## config.mk

```make
export PLATFORM = sky130hd
export DESIGN_NAME = fst_top
export DESIGN_NICKNAME = d
export VERILOG_FILES = /design/src/design/fst_pkg.sv /design/src/design/fst_if.sv /design/src/design/fst_mem.sv /design/src/design/fst_calc.sv /design/src/design/fst_top.sv
export VERILOG_INCLUDE_DIRS = /design/src /design/src/design
export SDC_FILE = /design/constraint.sdc
export NUM_CORES = 2
export LEC_CHECK = 0
export BUFFER_PORTS_ARGS = -buffer_cell sky130_fd_sc_hd__clkbuf_2
export CAP_MARGIN = 20
export CELL_PAD_IN_SITES_DETAIL_PLACEMENT = 0
export CELL_PAD_IN_SITES_GLOBAL_PLACEMENT = 2
export CORE_ASPECT_RATIO = 2
export CORE_MARGIN = 1.5
export CORE_UTILIZATION = 36
export DETAILED_ROUTE_END_ITERATION = 7
export PLACE_DENSITY = 0.73
export SYNTH_ARGS = -nofsm -noshare
export SYNTH_HDL_FRONTEND = slang
export SYNTH_SLANG_ARGS = --single-unit
```

## constraint.sdc

```tcl
create_clock -name clk_i -period 6.5 [get_ports clk_i]
set_input_delay 0.325 -clock clk_i [delete_from_list [all_inputs] [get_ports clk_i]]
set_output_delay 0.325 -clock clk_i [all_outputs]
set_load 0.05 [all_outputs]
```

## src/design/fst_consts.svh

```systemverilog
// Register map, field positions, codes and status words of the command interpreter
`ifndef FST_CONSTS_SVH
`define FST_CONSTS_SVH
// ==========================================================
// Register byte addresses
`define FST_A_CMD      8'h00
`define FST_A_TGT      8'h04
`define FST_A_LEN      8'h08
`define FST_A_TOT      8'h0c
`define FST_A_STAT     8'h10
`define FST_A_FCFG     8'h14
`define FST_A_FQRY     8'h18
`define FST_A_INFO     8'h1c
// ==========================================================
// Field positions
`define FST_F_KIND     1:0
`define FST_B_DATA     2
`define FST_B_LE       3
`define FST_F_P1       15:8
`define FST_F_P2       23:16
`define FST_F_CMDK     23:0
`define FST_F_IDX      7:0
`define FST_B_ACC      8
`define FST_B_APP      9
`define FST_F_DIR      23:16
`define FST_F_TAG      31:24
`define FST_F_LC       8:0
`define FST_F_LEV      24:16
`define FST_F_TOTD     15:0
`define FST_F_TOTR     31:16
`define FST_F_ENT      9:8
`define FST_F_FN       10:8
// ==========================================================
// Parameter byte codes
`define FST_P1_FID     8'h00
`define FST_P1_ROOT    8'h08
`define FST_P1_DIR     8'h09
`define FST_P1_NOALG   8'h00
`define FST_P2_NONE    8'h00
`define FST_P2_RFU     8'h60
`define FST_B_SPEC     7
`define FST_F_KNUM     4:0
`define FST_F_BLK      7:5
`define FST_BLK_DFIRST 3'b100
`define FST_BLK_DNEXT  3'b000
`define FST_BLK_DRETX  3'b010
`define FST_BLK_RFIRST 3'b101
`define FST_BLK_RNEXT  3'b001
`define FST_BLK_RRETX  3'b011
`define FST_TAG_CON    8'h73
`define FST_TAG_PRIM   8'h53
`define FST_MAX_BLK    9'h0ff
`define FST_LEN_NONE   9'h000
// ==========================================================
// Status words
`define FST_SW_OK      16'h9000
`define FST_SW_DMORE   16'h63f1
`define FST_SW_DDONE   16'h62f3
`define FST_SW_RMORE   16'h62f1
`define FST_SW_SEC     16'h6982
`define FST_SW_COND    16'h6985
`define FST_SW_P1P2    16'h6a86
`define FST_SW_NOFILE  16'h6a82
`define FST_SW_LEN     16'h6700
`define FST_SW_TAG     16'h6a80
`endif

```

## src/design/fst_pkg.sv

```systemverilog
// Types shared by the command interpreter modules
package fst_pkg;
  typedef enum logic [2:0] {
    FST_IDLE,
    FST_FETCH,
    FST_EXEC,
    FST_QFETCH,
    FST_QEXEC,
    FST_CALC
  } fst_state_e;
  typedef enum logic [1:0] {
    FST_K_SUSPEND,
    FST_K_RESUME,
    FST_K_AUTH_EVEN,
    FST_K_AUTH_ODD
  } fst_kind_e;
  typedef enum logic [2:0] {
    FST_FN_SELECT,
    FST_FN_RESUME,
    FST_FN_READ,
    FST_FN_UPDATE,
    FST_FN_OTHER
  } fst_func_e;
  typedef struct packed {
    logic avail_b7;
    logic deact;
  } fst_entry_s;
  typedef logic [15:0] fst_cnt_t;
endpackage : fst_pkg

```

## src/design/fst_if.sv

```systemverilog
// Interfaces between the interpreter, its file table and its compute engine
`timescale 1ns/1ps
`default_nettype none
interface fst_mem_if #(
  parameter int AW = 8
);
  logic               we;
  logic [AW-1:0]      waddr;
  fst_pkg::fst_entry_s wdata;
  logic [AW-1:0]      raddr;
  fst_pkg::fst_entry_s rdata;
  modport ctl (output we, waddr, wdata, raddr, input rdata);
  modport mem (input we, waddr, wdata, raddr, output rdata);
endinterface : fst_mem_if

interface fst_calc_if;
  logic start;
  logic done;
  modport ctl (output start, input done);
  modport eng (input start, output done);
endinterface : fst_calc_if
`default_nettype wire

```

## src/design/fst_mem.sv

```systemverilog
// File lifecycle table with registered read data
`timescale 1ns/1ps
`default_nettype none
module fst_mem #(
  parameter int AW    = 8,
  parameter int DEPTH = 256
) (
  input  wire logic clk_i,
  input  wire logic rst_i,
  fst_mem_if.mem    m
);
  import fst_pkg::*;
  typedef struct packed {
    fst_entry_s [DEPTH-1:0] ram;
    fst_entry_s             rd;
  } fst_mem_s;
  fst_mem_s q;
  fst_mem_s n;
  if (DEPTH < 1 || DEPTH > (1 << AW))
  begin : g_chk
    $error("fst_mem: DEPTH does not fit AW");
  end
  // Read during write returns the old entry
  always_comb
  begin
    n = q;
    if (m.we && int'(m.waddr) < DEPTH)
      n.ram[m.waddr] = m.wdata;
    n.rd = (int'(m.raddr) < DEPTH) ? q.ram[m.raddr] : '0;
  end
  always_ff @(posedge clk_i)
  begin
    if (rst_i)
      q <= '0;
    else
      q <= n;
  end
  assign m.rdata = q.rd;
endmodule : fst_mem
`default_nettype wire

```

## src/design/fst_calc.sv

```systemverilog
// Authentication compute engine stand-in: busy for a fixed number of cycles
`timescale 1ns/1ps
`default_nettype none
module fst_calc #(
  parameter int CALC_CYCLES = 16
) (
  input  wire logic clk_i,
  input  wire logic rst_i,
  fst_calc_if.eng   cal
);
  import fst_pkg::*;
  localparam int CW = $clog2(CALC_CYCLES + 1);
  typedef struct packed {
    logic          busy;
    logic [CW-1:0] cnt;
  } fst_calc_s;
  fst_calc_s q;
  fst_calc_s n;
  if (CALC_CYCLES < 1)
  begin : g_chk
    $error("fst_calc: CALC_CYCLES must be at least 1");
  end
  always_comb
  begin
    n = q;
    cal.done = 1'b0;
    if (q.busy)
    begin
      if (q.cnt == CW'(CALC_CYCLES - 1))
      begin
        n.busy = 1'b0;
        cal.done = 1'b1;
      end
      else
        n.cnt = q.cnt + 1'b1;
    end
    else if (cal.start)
    begin
      n.busy = 1'b1;
      n.cnt = '0;
    end
  end
  always_ff @(posedge clk_i)
  begin
    if (rst_i)
      q <= '0;
    else
      q <= n;
  end
endmodule : fst_calc
`default_nettype wire

```

## src/design/fst_top.sv

```systemverilog
// Command interpreter for file suspend, file resume and authentication
//
// Local design decisions: the register offsets and the Wishbone slave port.
`timescale 1ns/1ps
`default_nettype none
`include "fst_consts.svh"
// ==========================================================
// Operation
// Suspend marks file deactivated, flag updated
// Suspend only when its access condition holds
// Successful command makes target the current file
// Failure leaves current file and directory unchanged
// Deactivated plain file allows only select, resume
// Deactivated file with b7 still readable, updatable
// P1 selects by id, path from root, path
// P2 zero; empty P1/P2/data targets current file
// Resume returns file to active, flag updated
// Resume only when its access condition holds
// Terminal selects application before authenticating
// Even form only short untagged challenge
// Odd form uses tags 73 or 53
// Data blocks at most 255, concatenated
// Missing segments answer 63F1, complete 62F3
// Computation starts at first response request
// Response segments answer 62F1, last 9000
// Retransmit repeats all parameters except P1
// Data blocks without Le, response requests without data
// Even form P1 zero means implied algorithm
// P2 gives key scope, number, reserved bits zero
// Odd P1 top bits encode block kind
// Reserved P1 or P2 rejected, nothing changes; a reserved odd block kind still loads the key field
// ==========================================================
module fst_top #(
  parameter int IDXW        = 8,
  parameter int DEPTH       = 256,
  parameter int CALC_CYCLES = 16
) (
  input  wire logic        clk_i,
  input  wire logic        rst_i,
  input  wire logic        wb_cyc_i,
  input  wire logic        wb_stb_i,
  input  wire logic        wb_we_i,
  input  wire logic [7:0]  wb_adr_i,
  input  wire logic [3:0]  wb_sel_i,
  input  wire logic [31:0] wb_dat_i,
  output logic      [31:0] wb_dat_o,
  output logic             wb_ack_o
);
  import fst_pkg::*;
  if (IDXW < 1 || IDXW > 8 || DEPTH < 1 || DEPTH > (1 << IDXW))
  begin : g_chk
    $error("fst_top: IDXW or DEPTH out of range");
  end
  // ==========================================================
  // State
  typedef struct packed {
    fst_state_e      st;
    logic            ack;
    logic [31:0]     rdat;
    logic [15:0]     sw;
    logic [31:0]     cmd;
    logic [31:0]     tgt;
    logic [31:0]     len;
    logic [31:0]     tot;
    logic [IDXW-1:0] cur_file;
    logic [7:0]      cur_dir;
    logic [IDXW-1:0] fidx;
    logic [2:0]      qfn;
    logic            qres;
    logic            dphase;
    logic            ddone;
    logic            cdone;
    logic            rphase;
    fst_cnt_t        dcnt;
    fst_cnt_t        dprev;
    fst_cnt_t        roff;
    fst_cnt_t        rprev;
    logic [5:0]      key;
  } fst_top_s;
  fst_top_s q;
  fst_top_s n;
  fst_mem_if #(.AW(IDXW)) memb ();
  fst_calc_if             calb ();
  logic        acc;
  logic [31:0] wc;
  fst_kind_e   kind;
  fst_func_e   qfn;
  logic [7:0]  p1;
  logic [7:0]  p2;
  logic [2:0]  blk;
  logic [8:0]  lc;
  logic [8:0]  le;
  logic        datap;
  logic        lep;
  logic        fcmd;
  logic        p1ok;
  logic        p2bad;
  logic        app;
  fst_cnt_t    totd;
  fst_cnt_t    totr;
  logic        dblk;
  logic        rblk;
  // ==========================================================
  // Helpers
  function automatic logic [31:0] bmerge(input logic [31:0] o,
                                         input logic [31:0] w,
                                         input logic [3:0]  s);
    for (int i = 0; i < 4; i++)
      bmerge[i*8 +: 8] = s[i] ? w[i*8 +: 8] : o[i*8 +: 8];
  endfunction : bmerge
  function automatic logic idx_ok(input logic [IDXW-1:0] i);
    return int'(i) < DEPTH;
  endfunction : idx_ok
  // Next offset after one segment of at most l bytes
  function automatic fst_cnt_t seg(input fst_cnt_t   off,
                                   input logic [8:0] l,
                                   input fst_cnt_t   t);
    fst_cnt_t rem;
    rem = (t > off) ? fst_cnt_t'(t - off) : '0;
    return fst_cnt_t'(off + ((fst_cnt_t'(l) < rem) ? fst_cnt_t'(l) : rem));
  endfunction : seg
  assign acc = wb_cyc_i & wb_stb_i;
  assign wc = bmerge('0, wb_dat_i, wb_sel_i);
  assign kind = fst_kind_e'(q.cmd[`FST_F_KIND]);
  assign qfn = fst_func_e'(q.qfn);
  assign p1 = q.cmd[`FST_F_P1];
  assign p2 = q.cmd[`FST_F_P2];
  // block kind field
  assign blk = p1[`FST_F_BLK];
  assign lc = q.len[`FST_F_LC];
  assign le = q.len[`FST_F_LEV];
  assign datap = q.cmd[`FST_B_DATA];
  assign lep = q.cmd[`FST_B_LE];
  assign fcmd = (kind == FST_K_SUSPEND) || (kind == FST_K_RESUME);
  // selection control decode
  assign p1ok = (p1 == `FST_P1_FID) || (p1 == `FST_P1_ROOT) || (p1 == `FST_P1_DIR);
  // reserved key bits
  assign p2bad = (p2 & `FST_P2_RFU) != 8'h00;
  assign app = q.tgt[`FST_B_APP];
  assign totd = q.tot[`FST_F_TOTD];
  assign totr = q.tot[`FST_F_TOTR];
  assign memb.raddr = q.fidx;
  // ==========================================================
  // Next state
  always_comb
  begin
    n = q;
    n.ack = 1'b0;
    dblk = 1'b0;
    rblk = 1'b0;
    memb.we = 1'b0;
    memb.waddr = q.fidx;
    memb.wdata = '0;
    calb.start = 1'b0;
    unique case (q.st)
      FST_IDLE:
        n.st = FST_IDLE;
      FST_FETCH:
        n.st = FST_EXEC;
      FST_QFETCH:
        n.st = FST_QEXEC;
      FST_QEXEC:
      begin
        n.st = FST_IDLE;
        // R6: availability of a deactivated file
        n.qres = idx_ok(q.fidx) && (!memb.rdata.deact
                 || qfn == FST_FN_SELECT || qfn == FST_FN_RESUME
                 || (memb.rdata.avail_b7 && (qfn == FST_FN_READ || qfn == FST_FN_UPDATE)));
      end
      FST_CALC:
      begin
        if (calb.done)
        begin
          n.st = FST_IDLE;
          n.cdone = 1'b1;
          n.sw = `FST_SW_OK;
          if (kind == FST_K_AUTH_ODD)
          begin
            n.rprev = '0;
            n.roff = seg('0, le, totr);
            rblk = 1'b1;
          end
        end
      end
      FST_EXEC:
      begin
        n.st = FST_IDLE;
        if (fcmd)
        begin
          // R8: R4: refusals keep selection
          if (!p1ok || p2 != `FST_P2_NONE)
            n.sw = `FST_SW_P1P2;
          else if (!idx_ok(q.fidx))
            n.sw = `FST_SW_NOFILE;
          // R10: access condition gate
          else if (!q.tgt[`FST_B_ACC])
            n.sw = `FST_SW_SEC;
          else
          begin
            // R9: lifecycle flag update
            memb.we = 1'b1;
            memb.wdata.avail_b7 = memb.rdata.avail_b7;
            memb.wdata.deact = (kind == FST_K_SUSPEND);
            // target becomes current
            n.cur_file = q.fidx;
            if (p1 != `FST_P1_FID)
              n.cur_dir = q.tgt[`FST_F_DIR];
            n.sw = `FST_SW_OK;
          end
        end
        // no application, no authentication
        else if (!app)
          n.sw = `FST_SW_COND;
        else if (p2bad)
          n.sw = `FST_SW_P1P2;
        else if (kind == FST_K_AUTH_EVEN)
        begin
          // implied algorithm only
          if (p1 != `FST_P1_NOALG)
            n.sw = `FST_SW_P1P2;
          // short challenge only
          else if (!datap || lc == `FST_LEN_NONE || lc > `FST_MAX_BLK)
            n.sw = `FST_SW_LEN;
          else
          begin
            n.key = {p2[`FST_B_SPEC], p2[`FST_F_KNUM]};
            n.dphase = 1'b0;
            n.ddone = 1'b0;
            n.rphase = 1'b0;
            n.cdone = 1'b0;
            calb.start = 1'b1;
            n.st = FST_CALC;
          end
        end
        // presence of data and Le by block kind
        else if (blk[0] ? (datap || !lep)
                        : (!datap || lep || lc == `FST_LEN_NONE || lc > `FST_MAX_BLK))
          n.sw = `FST_SW_LEN;
        else
        begin
          n.key = {p2[`FST_B_SPEC], p2[`FST_F_KNUM]};
          unique case (blk)
            `FST_BLK_DFIRST:
            begin
              // outer tag check
              if (q.tgt[`FST_F_TAG] != `FST_TAG_CON && q.tgt[`FST_F_TAG] != `FST_TAG_PRIM)
                n.sw = `FST_SW_TAG;
              else
              begin
                n.dprev = '0;
                n.dcnt = fst_cnt_t'(lc);
                n.dphase = 1'b1;
                n.rphase = 1'b0;
                n.cdone = 1'b0;
                dblk = 1'b1;
              end
            end
            `FST_BLK_DNEXT:
            begin
              if (!q.dphase || q.ddone)
                n.sw = `FST_SW_COND;
              else
              begin
                // blocks concatenate in order
                n.dprev = q.dcnt;
                n.dcnt = fst_cnt_t'(q.dcnt + fst_cnt_t'(lc));
                dblk = 1'b1;
              end
            end
            `FST_BLK_DRETX:
            begin
              if (!q.dphase)
                n.sw = `FST_SW_COND;
              else
              begin
                // previous block replaced
                n.dcnt = fst_cnt_t'(q.dprev + fst_cnt_t'(lc));
                dblk = 1'b1;
              end
            end
            `FST_BLK_RFIRST:
            begin
              if (!q.ddone)
                n.sw = `FST_SW_COND;
              else
              begin
                // compute on first response
                calb.start = 1'b1;
                n.rphase = 1'b0;
                n.cdone = 1'b0;
                n.st = FST_CALC;
              end
            end
            `FST_BLK_RNEXT:
            begin
              if (!q.rphase)
                n.sw = `FST_SW_COND;
              else
              begin
                n.rprev = q.roff;
                n.roff = seg(q.roff, le, totr);
                rblk = 1'b1;
              end
            end
            `FST_BLK_RRETX:
            begin
              if (!q.cdone)
                n.sw = `FST_SW_COND;
              else
              begin
                n.roff = seg(q.rprev, le, totr);
                rblk = 1'b1;
              end
            end
            default:
              n.sw = `FST_SW_P1P2;
          endcase
        end
      end
    endcase
    // data progress status
    if (dblk)
    begin
      n.ddone = n.dcnt >= totd;
      n.sw = n.ddone ? `FST_SW_DDONE : `FST_SW_DMORE;
    end
    // response progress status
    if (rblk)
    begin
      n.rphase = n.roff < totr;
      n.sw = n.rphase ? `FST_SW_RMORE : `FST_SW_OK;
    end
    // Bus: read data loads with ack, writes land on the edge that ends ack
    if (acc && !q.ack)
    begin
      n.ack = 1'b1;
      unique case (wb_adr_i)
        `FST_A_CMD:  n.rdat = {q.st != FST_IDLE, 7'h00, q.cmd[`FST_F_CMDK]};
        `FST_A_TGT:  n.rdat = q.tgt;
        `FST_A_LEN:  n.rdat = q.len;
        `FST_A_TOT:  n.rdat = q.tot;
        `FST_A_STAT: n.rdat = {q.cur_dir, 8'(q.cur_file), q.sw};
        `FST_A_FQRY: n.rdat = {18'h0, q.key, 4'h0, q.cdone, q.rphase, q.ddone, q.qres};
        `FST_A_INFO: n.rdat = {q.roff, q.dcnt};
        default:     n.rdat = '0;
      endcase
    end
    // Writes while busy are acknowledged but dropped, so a command cannot be torn
    if (acc && q.ack && wb_we_i && q.st == FST_IDLE)
    begin
      unique case (wb_adr_i)
        `FST_A_CMD:
        begin
          n.cmd = {8'h00, wc[`FST_F_CMDK]};
          // empty selection means current file
          n.fidx = (wc[`FST_F_P1] == `FST_P1_FID && !wc[`FST_B_DATA])
                   ? q.cur_file : IDXW'(q.tgt[`FST_F_IDX]);
          n.st = FST_FETCH;
        end
        `FST_A_TGT: n.tgt = bmerge(q.tgt, wb_dat_i, wb_sel_i);
        `FST_A_LEN: n.len = bmerge(q.len, wb_dat_i, wb_sel_i);
        `FST_A_TOT: n.tot = bmerge(q.tot, wb_dat_i, wb_sel_i);
        `FST_A_FCFG:
        begin
          memb.we = 1'b1;
          memb.waddr = IDXW'(wc[`FST_F_IDX]);
          memb.wdata = fst_entry_s'(wc[`FST_F_ENT]);
        end
        `FST_A_FQRY:
        begin
          n.fidx = IDXW'(wc[`FST_F_IDX]);
          n.qfn = wc[`FST_F_FN];
          n.st = FST_QFETCH;
        end
        default:
          n.st = FST_IDLE;
      endcase
    end
  end
  always_ff @(posedge clk_i)
  begin
    if (rst_i)
    begin
      q <= '0;
      q.sw <= `FST_SW_OK;
    end
    else
      q <= n;
  end
  assign wb_ack_o = q.ack;
  assign wb_dat_o = q.rdat;
  fst_mem #(.AW(IDXW), .DEPTH(DEPTH)) u_mem (
    .clk_i (clk_i),
    .rst_i (rst_i),
    .m     (memb.mem)
  );
  fst_calc #(.CALC_CYCLES(CALC_CYCLES)) u_calc (
    .clk_i (clk_i),
    .rst_i (rst_i),
    .cal   (calb.eng)
  );
endmodule : fst_top
`default_nettype wire

```

# Word-level counts from Yosys, hierarchy flattened
# Cells that the tools add are included.
# Widths: inputs -> output; s select.
[totals] ff_bits=794 input_bits=49 n_memories=0 ram_bits=0 latchBits=0 rom_bits=0
[op_classes] shift=0 reduce_logical=82 n_bitwise=6 eq_ne=69 div=0 addsub=7 order_cmp=12 n_mul=0 n_mux=157
[ops] cell="$bwmux 512" n=1
[ops] cell="$mux 16" n=28
[ops] cell="$mux 32" n=14
[ops] cell="$mux 34" n=7
[ops] cell="$pmux 32 s7" n=1
[ops] cell="$mux 73" n=3
[ops] cell="$pmux 16 s2" n=3
[ops] cell="$pmux 16 s6" n=1
[ops] cell="$mux 72" n=1
[ops] cell="$mux 33" n=2
[ops] cell="$mux 64" n=1
[ops] cell="$pmux 32 s2" n=1
[ops] cell="$ne 10x10->1 const B" n=6
[ops] cell="$lt 9x16->1" n=3
[ops] cell="$mux 8" n=6
[ops] cell="$pmux 16 s3" n=1
[ops] cell="$mux 1" n=47
[ops] cell="$reduce_and 3->1" n=12
[ops] cell="$mux 3" n=11
[ops] cell="$add 16x16->16" n=2
[ops] cell="$add 16x9->16" n=2
[ops] cell="$eq 8x4->1 const B" n=4
[ops] cell="$eq 8x5->1 const B" n=4
[ops] cell="$gt 16x16->1" n=2
[ops] cell="other kinds (58)" n=170

# Logic depth before layout (Yosys ltp)
[logic_depth] depth_word=22 depth_mapped=41 ltp_nobuf=38

# By module
# A second synthesis with hierarchy kept.
[unflattened] hier_cells=5475 area_unflattened_um2=42828.6
[by_module_without_submodules] module="fst_mem" seq_area_each_um2=10289.9 n_inst=1 cells_per_inst=3056 area_per_inst_um2=24242.0
[by_module_without_submodules] module="fst_top" seq_area_each_um2=5365.1 n_inst=1 cells_per_inst=2385 area_per_inst_um2=18290.0
[by_module_without_submodules] module="fst_calc" seq_area_each_um2=120.1 n_inst=1 cells_per_inst=34 area_per_inst_um2=296.5

# Worst setup path before layout
# Ideal clock, no wire load.
[synth_timing] path_kind="register to register" startpoint="reg q[118] (netlist name)" endpoint="reg q[70] (netlist name)" arrival_ns=6.925 stages_incl_launch_ff=39 path_slack_ns=-0.541 path_buffers=1 t_required_ns=6.384 setup_time_ns=0.116 synth_period_minus_slack_ns=7.041 path_cell_list="dfxtp_1 > inv_1 > ha_1 > inv_1 > fa_1 > a211oi_1 > o21a_1 > nor3_1 > o31ai_1 > nor2_1 > nand2_1 > ha_1 > a21o_1 > a21oi_1 > o21ai_0 > a21o_1 > a2111oi_0 > nor3_1 > (+3 left out) > ha_1 > inv_1 > fa_1 > nand3b_1 > a21boi_0 > o31ai_1 > o21ai_0 > a31oi_1 > xnor2_1 > a221o_1 > ha_1 > nand4_1 > nor2_1 > o21ai_0 > o211ai_1 > a31oi_1 > and3_1 > a31o_2"
[synth_rtl] element="from (decl)" line="fst_top.sv:80" source="fst_top_s q;"
[synth_rtl] element="from (signal assigned)" line="fst_top.sv:388" source="q <= n;"

==> results_dict.tcl <==
set metrics [dict create \
    critPathRequiredTime_ns 7.12 \
    synth-edff-count 0 \
    clockBufferDepth 3 \
    critical_path.max_fanout 5 \
    grt_pass1_wl_mm 244 \
    synthArstFlopShare_pct 0 \
    drc 0 \
    gp_congestion 0.953 \
    die_height_um 487 \
    seq_area_mm2 0.0158 \
    cts_root_buffer "clkbuf_16" \
    antenna_left 0 \
    synth.lib_cells_used.distinct 93 \
    grt_max_degree 206 \
    syn2layout_area_growth_pct 16.7 \
    synth_top_area_share_pct 37.5 \
    grt_antenna_before_repair 2 \
    multi_input_area_mm2 0.0250 \
    core_mm2 0.116 \
    max_freq_mhz 142 \
    hold_viol 0 \
    grt_pass1_vias 37402 \
    cp-start-kind "flip-flop" \
    synth_top_flop_cell "dfxtp_1" \
    cap_violations 0 \
    clock_latency_ns 0.70 \
    finClkSkew_ns 0.0270 \
    start_util_pct 36.2 \
    hp-start "wb_dat_i[2]" \
    n_fill_cell 11692 \
    p_leak_nw 21.1 \
    drt_iter0_drc 2369 \
    synth_top_area_cell "dfxtp_1" \
    h-tree-depth 3 \
    ys_ff_latch 788 \
    final_cell_mix "1,080 x nand2_1, 781 x dfxtp_1, 603 x mux2i_1" \
    fin_crit_ns 7.04 \
    max_slew_margin_pct 16.3 \
    worst_setup_path_end_kind "flip-flop" \
    worst_slew_pin_slew_ns 1.26 \
    rsz0062_at_grt "true" \
    powerDensity_mw_per_mm2 200 \
    final_common_cell "nand2_1" \
    ys_seq_area_share_pct 37.5 \
    vias 36592 \
    finalCritPeriodShare_pct 108 \
    cp-startpoint "q[118]$_SDFFE_PP0P_" \
    dp_cells 6352 \
    cts_buffers 79 \
    synth.area.top_cells "dfxtp_1 37%, mux2i_1 14%, nand2_1 9.7%" \
    dr.pass1.iters 6 \
    cpMostUsedCell "a21o_1" \
    cp_slowest_cell "fa_2" \
    dpl.hpwl_mm 118 \
    drive_above_1_share_pct 17.4 \
    violations "setup timing" \
    vias_per_cell 5.61 \
    r2r_start "q[118]$_SDFFE_PP0P_" \
    yosysWarnings 0 \
    worst_path_largest_cell_delay_ns 0.37 \
    ir_worst_vdd_v 0.000202 \
    cts_sinks 788 \
    syn_area_mm2 0.0421 \
    nNetsFinal 5139 \
    setup_viol 7 \
    status "complete, but fails checks" \
    ios 82 \
    die-area_mm2 0.119 \
    clk_pin_slew_worst_paths_ns 0.07 \
    arrival_ns 7.66 \
    die_x_um 245 \
    grt_overflow 0 \
    grt_usage_pct 27.5 \
    synth_cells 4757 \
    cts_tree "done" \
    hold_path.class "input port to flip-flop" \
    wire_per_inst_um 25.4 \
    portBuffers 81 \
    wirelength_mm 166 \
    slew_violations 0 \
    path_class "flip-flop to flip-flop" \
    fin_setup_tns_ns -3.49 \
    fin_ws_ns -0.545 \
    synth_area_per_cell_um2 8.85 \
    rows 177 \
    final_cell_count_no_fill 6527 \
]
[registers in the layout, indices dropped and copies added (netlist names)]
| signal | cells |
|---|---|
| datap | 1 |
| wb_ack_o | 1 |
| app | 1 |
| lep | 1 |
| wb_dat_o | 32 |
| u_calc.q | 6 |
| q | 186 |
| p1 | 5 |
| u_mem.m.rdata | 2 |
| kind | 2 |
| u_mem.q | 512 |
| memb.raddr | 8 |
| le | 9 |
| lc | 9 |
| blk | 3 |
| p2 | 8 |
| qfn | 2 |
[worst paths after layout]
kind              cells after the start                        end  slack [ns]
hold reg to reg                       2  u_mem.q[487]$_SDFFE_PP0P_        0.46
setup reg to reg                     37        q[236]$_SDFFE_PP0P_       -0.54
hold / removal                        3        q[104]$_SDFFE_PP0P_        0.05
setup / recovery                     37        q[236]$_SDFFE_PP0P_       -0.54
[stage by stage]
stage          power (W)  setup WS [ns]  utilization [%]  area (µm²)  hold WS (ns)
6_report         0.00982         -0.545             42.3       49200        0.0530
5_1_grt           0.0101         -0.841             42.3       49200        0.0348
4_1_cts          0.00995         -0.540             42.1       48900        0.0161
3_5_place_dp     0.00515         -0.900             39.5       45900         0.449
3_3_place_gp     0.00515         -0.774             39.5       45900         0.441
2_1_floorplan    0.00506        -0.0711                -       42400         0.392
[final cells by class]
| cell class | count | share of cell area [%] |
|---|---|---|
| clock buffers | 112 | 4.62 |
| well taps | 1521 | 3.87 |
| repair buffers | 460 | 7.05 |
| diodes | 1 | 0.00509 |
| multi-input cells | 3510 | 50.8 |
| inverters | 106 | 0.837 |
| clock inverters | 29 | 0.667 |
| flip-flops and latches | 788 | 32.1 |
[where the power goes]
part	internal [W]	switching (W)	leakage (nW)
clock	0.00262	0.00216	1.29
combinational	0.0000440	0.000172	13.4
sequential	0.00483	0.00000338	6.35
[worst max-delay path: cells and delay by family, from the launching register on]
kind	cells	cell delay [ns]
simple gates	7	0.97
buf+inv	5	0.58
xor+xnor	1	0.14
mux	1	0.20
flops	1	0.34
fa+ha+maj	5	1.30
compound gates	18	3.45
[per-layer routing]
metal  vias to the layer above  track usage, %  share of wire (%)
met4                         2            18.5                7.3
met5                         -               0             0.0066
li1                      17189               -                  -
met3                       387            2.73                3.0
met2                       858            52.2                 54
met1                     18156            27.9                 36
[synthesized netlist by cell type (7+ instances only)]
cell         n
nor4_1      10
mux2_2      11
mux2i_1    605
and2_1      46
a31oi_1     53
nand2_1   1087
a22oi_1     66
o211ai_1    12
a21boi_0    15
or2_2        7
clkbuf_1   257
o221ai_1    11
nor2_1     265
or4_1       10
buf_4       37
o21bai_1    10
or3_1       21
and3_1      20
a211o_1      7
a221oi_1    28
a211oi_1    33
inv_1      105
buf_2       56
o21a_1      18
nor2_2      15
nand3b_1    13
nor2b_1     18
o22a_1       9
o22ai_1     19
xor2_1      24
o31ai_1      9
dfxtp_1    788
a21o_1      34
mux4_2     128
buf_1       11
a22o_1      27
a222oi_1    36
xnor2_1     36
nand4_1     20
nand2b_1    20
o21ai_0    131
nand3_1     73
a21oi_1    275
ha_1       139
nor3_1      32
[kinds of logic (layout without fill, tap and decap cells)]
group,Yosys count,count (layout),share of synthesized area [%]
buffers and inverters,471,707,4.74
xor gates and xnor gates,60,60,1.25
other,1,13,0.00890
AOI/OAI and AO/OA,856,856,13.5
adders and majority gates,145,145,4.41
muxes,744,744,21.5
DFF,788,788,37.5
and+or+nand+nor,1692,1693,17.1
[repair_timing]
action | in CTS | in global routing
endpoints found under the hold margin | 43 | 0
gates resized for setup | 36 | 41
pin swaps | 39 | 22
hold buffers | 16 | 0
cloned | 0 | 1
buffers inserted | 8 | 9
setup endpoints to repair | 7 | 7
No activity file was read; power rests on OpenSTA's default activity.
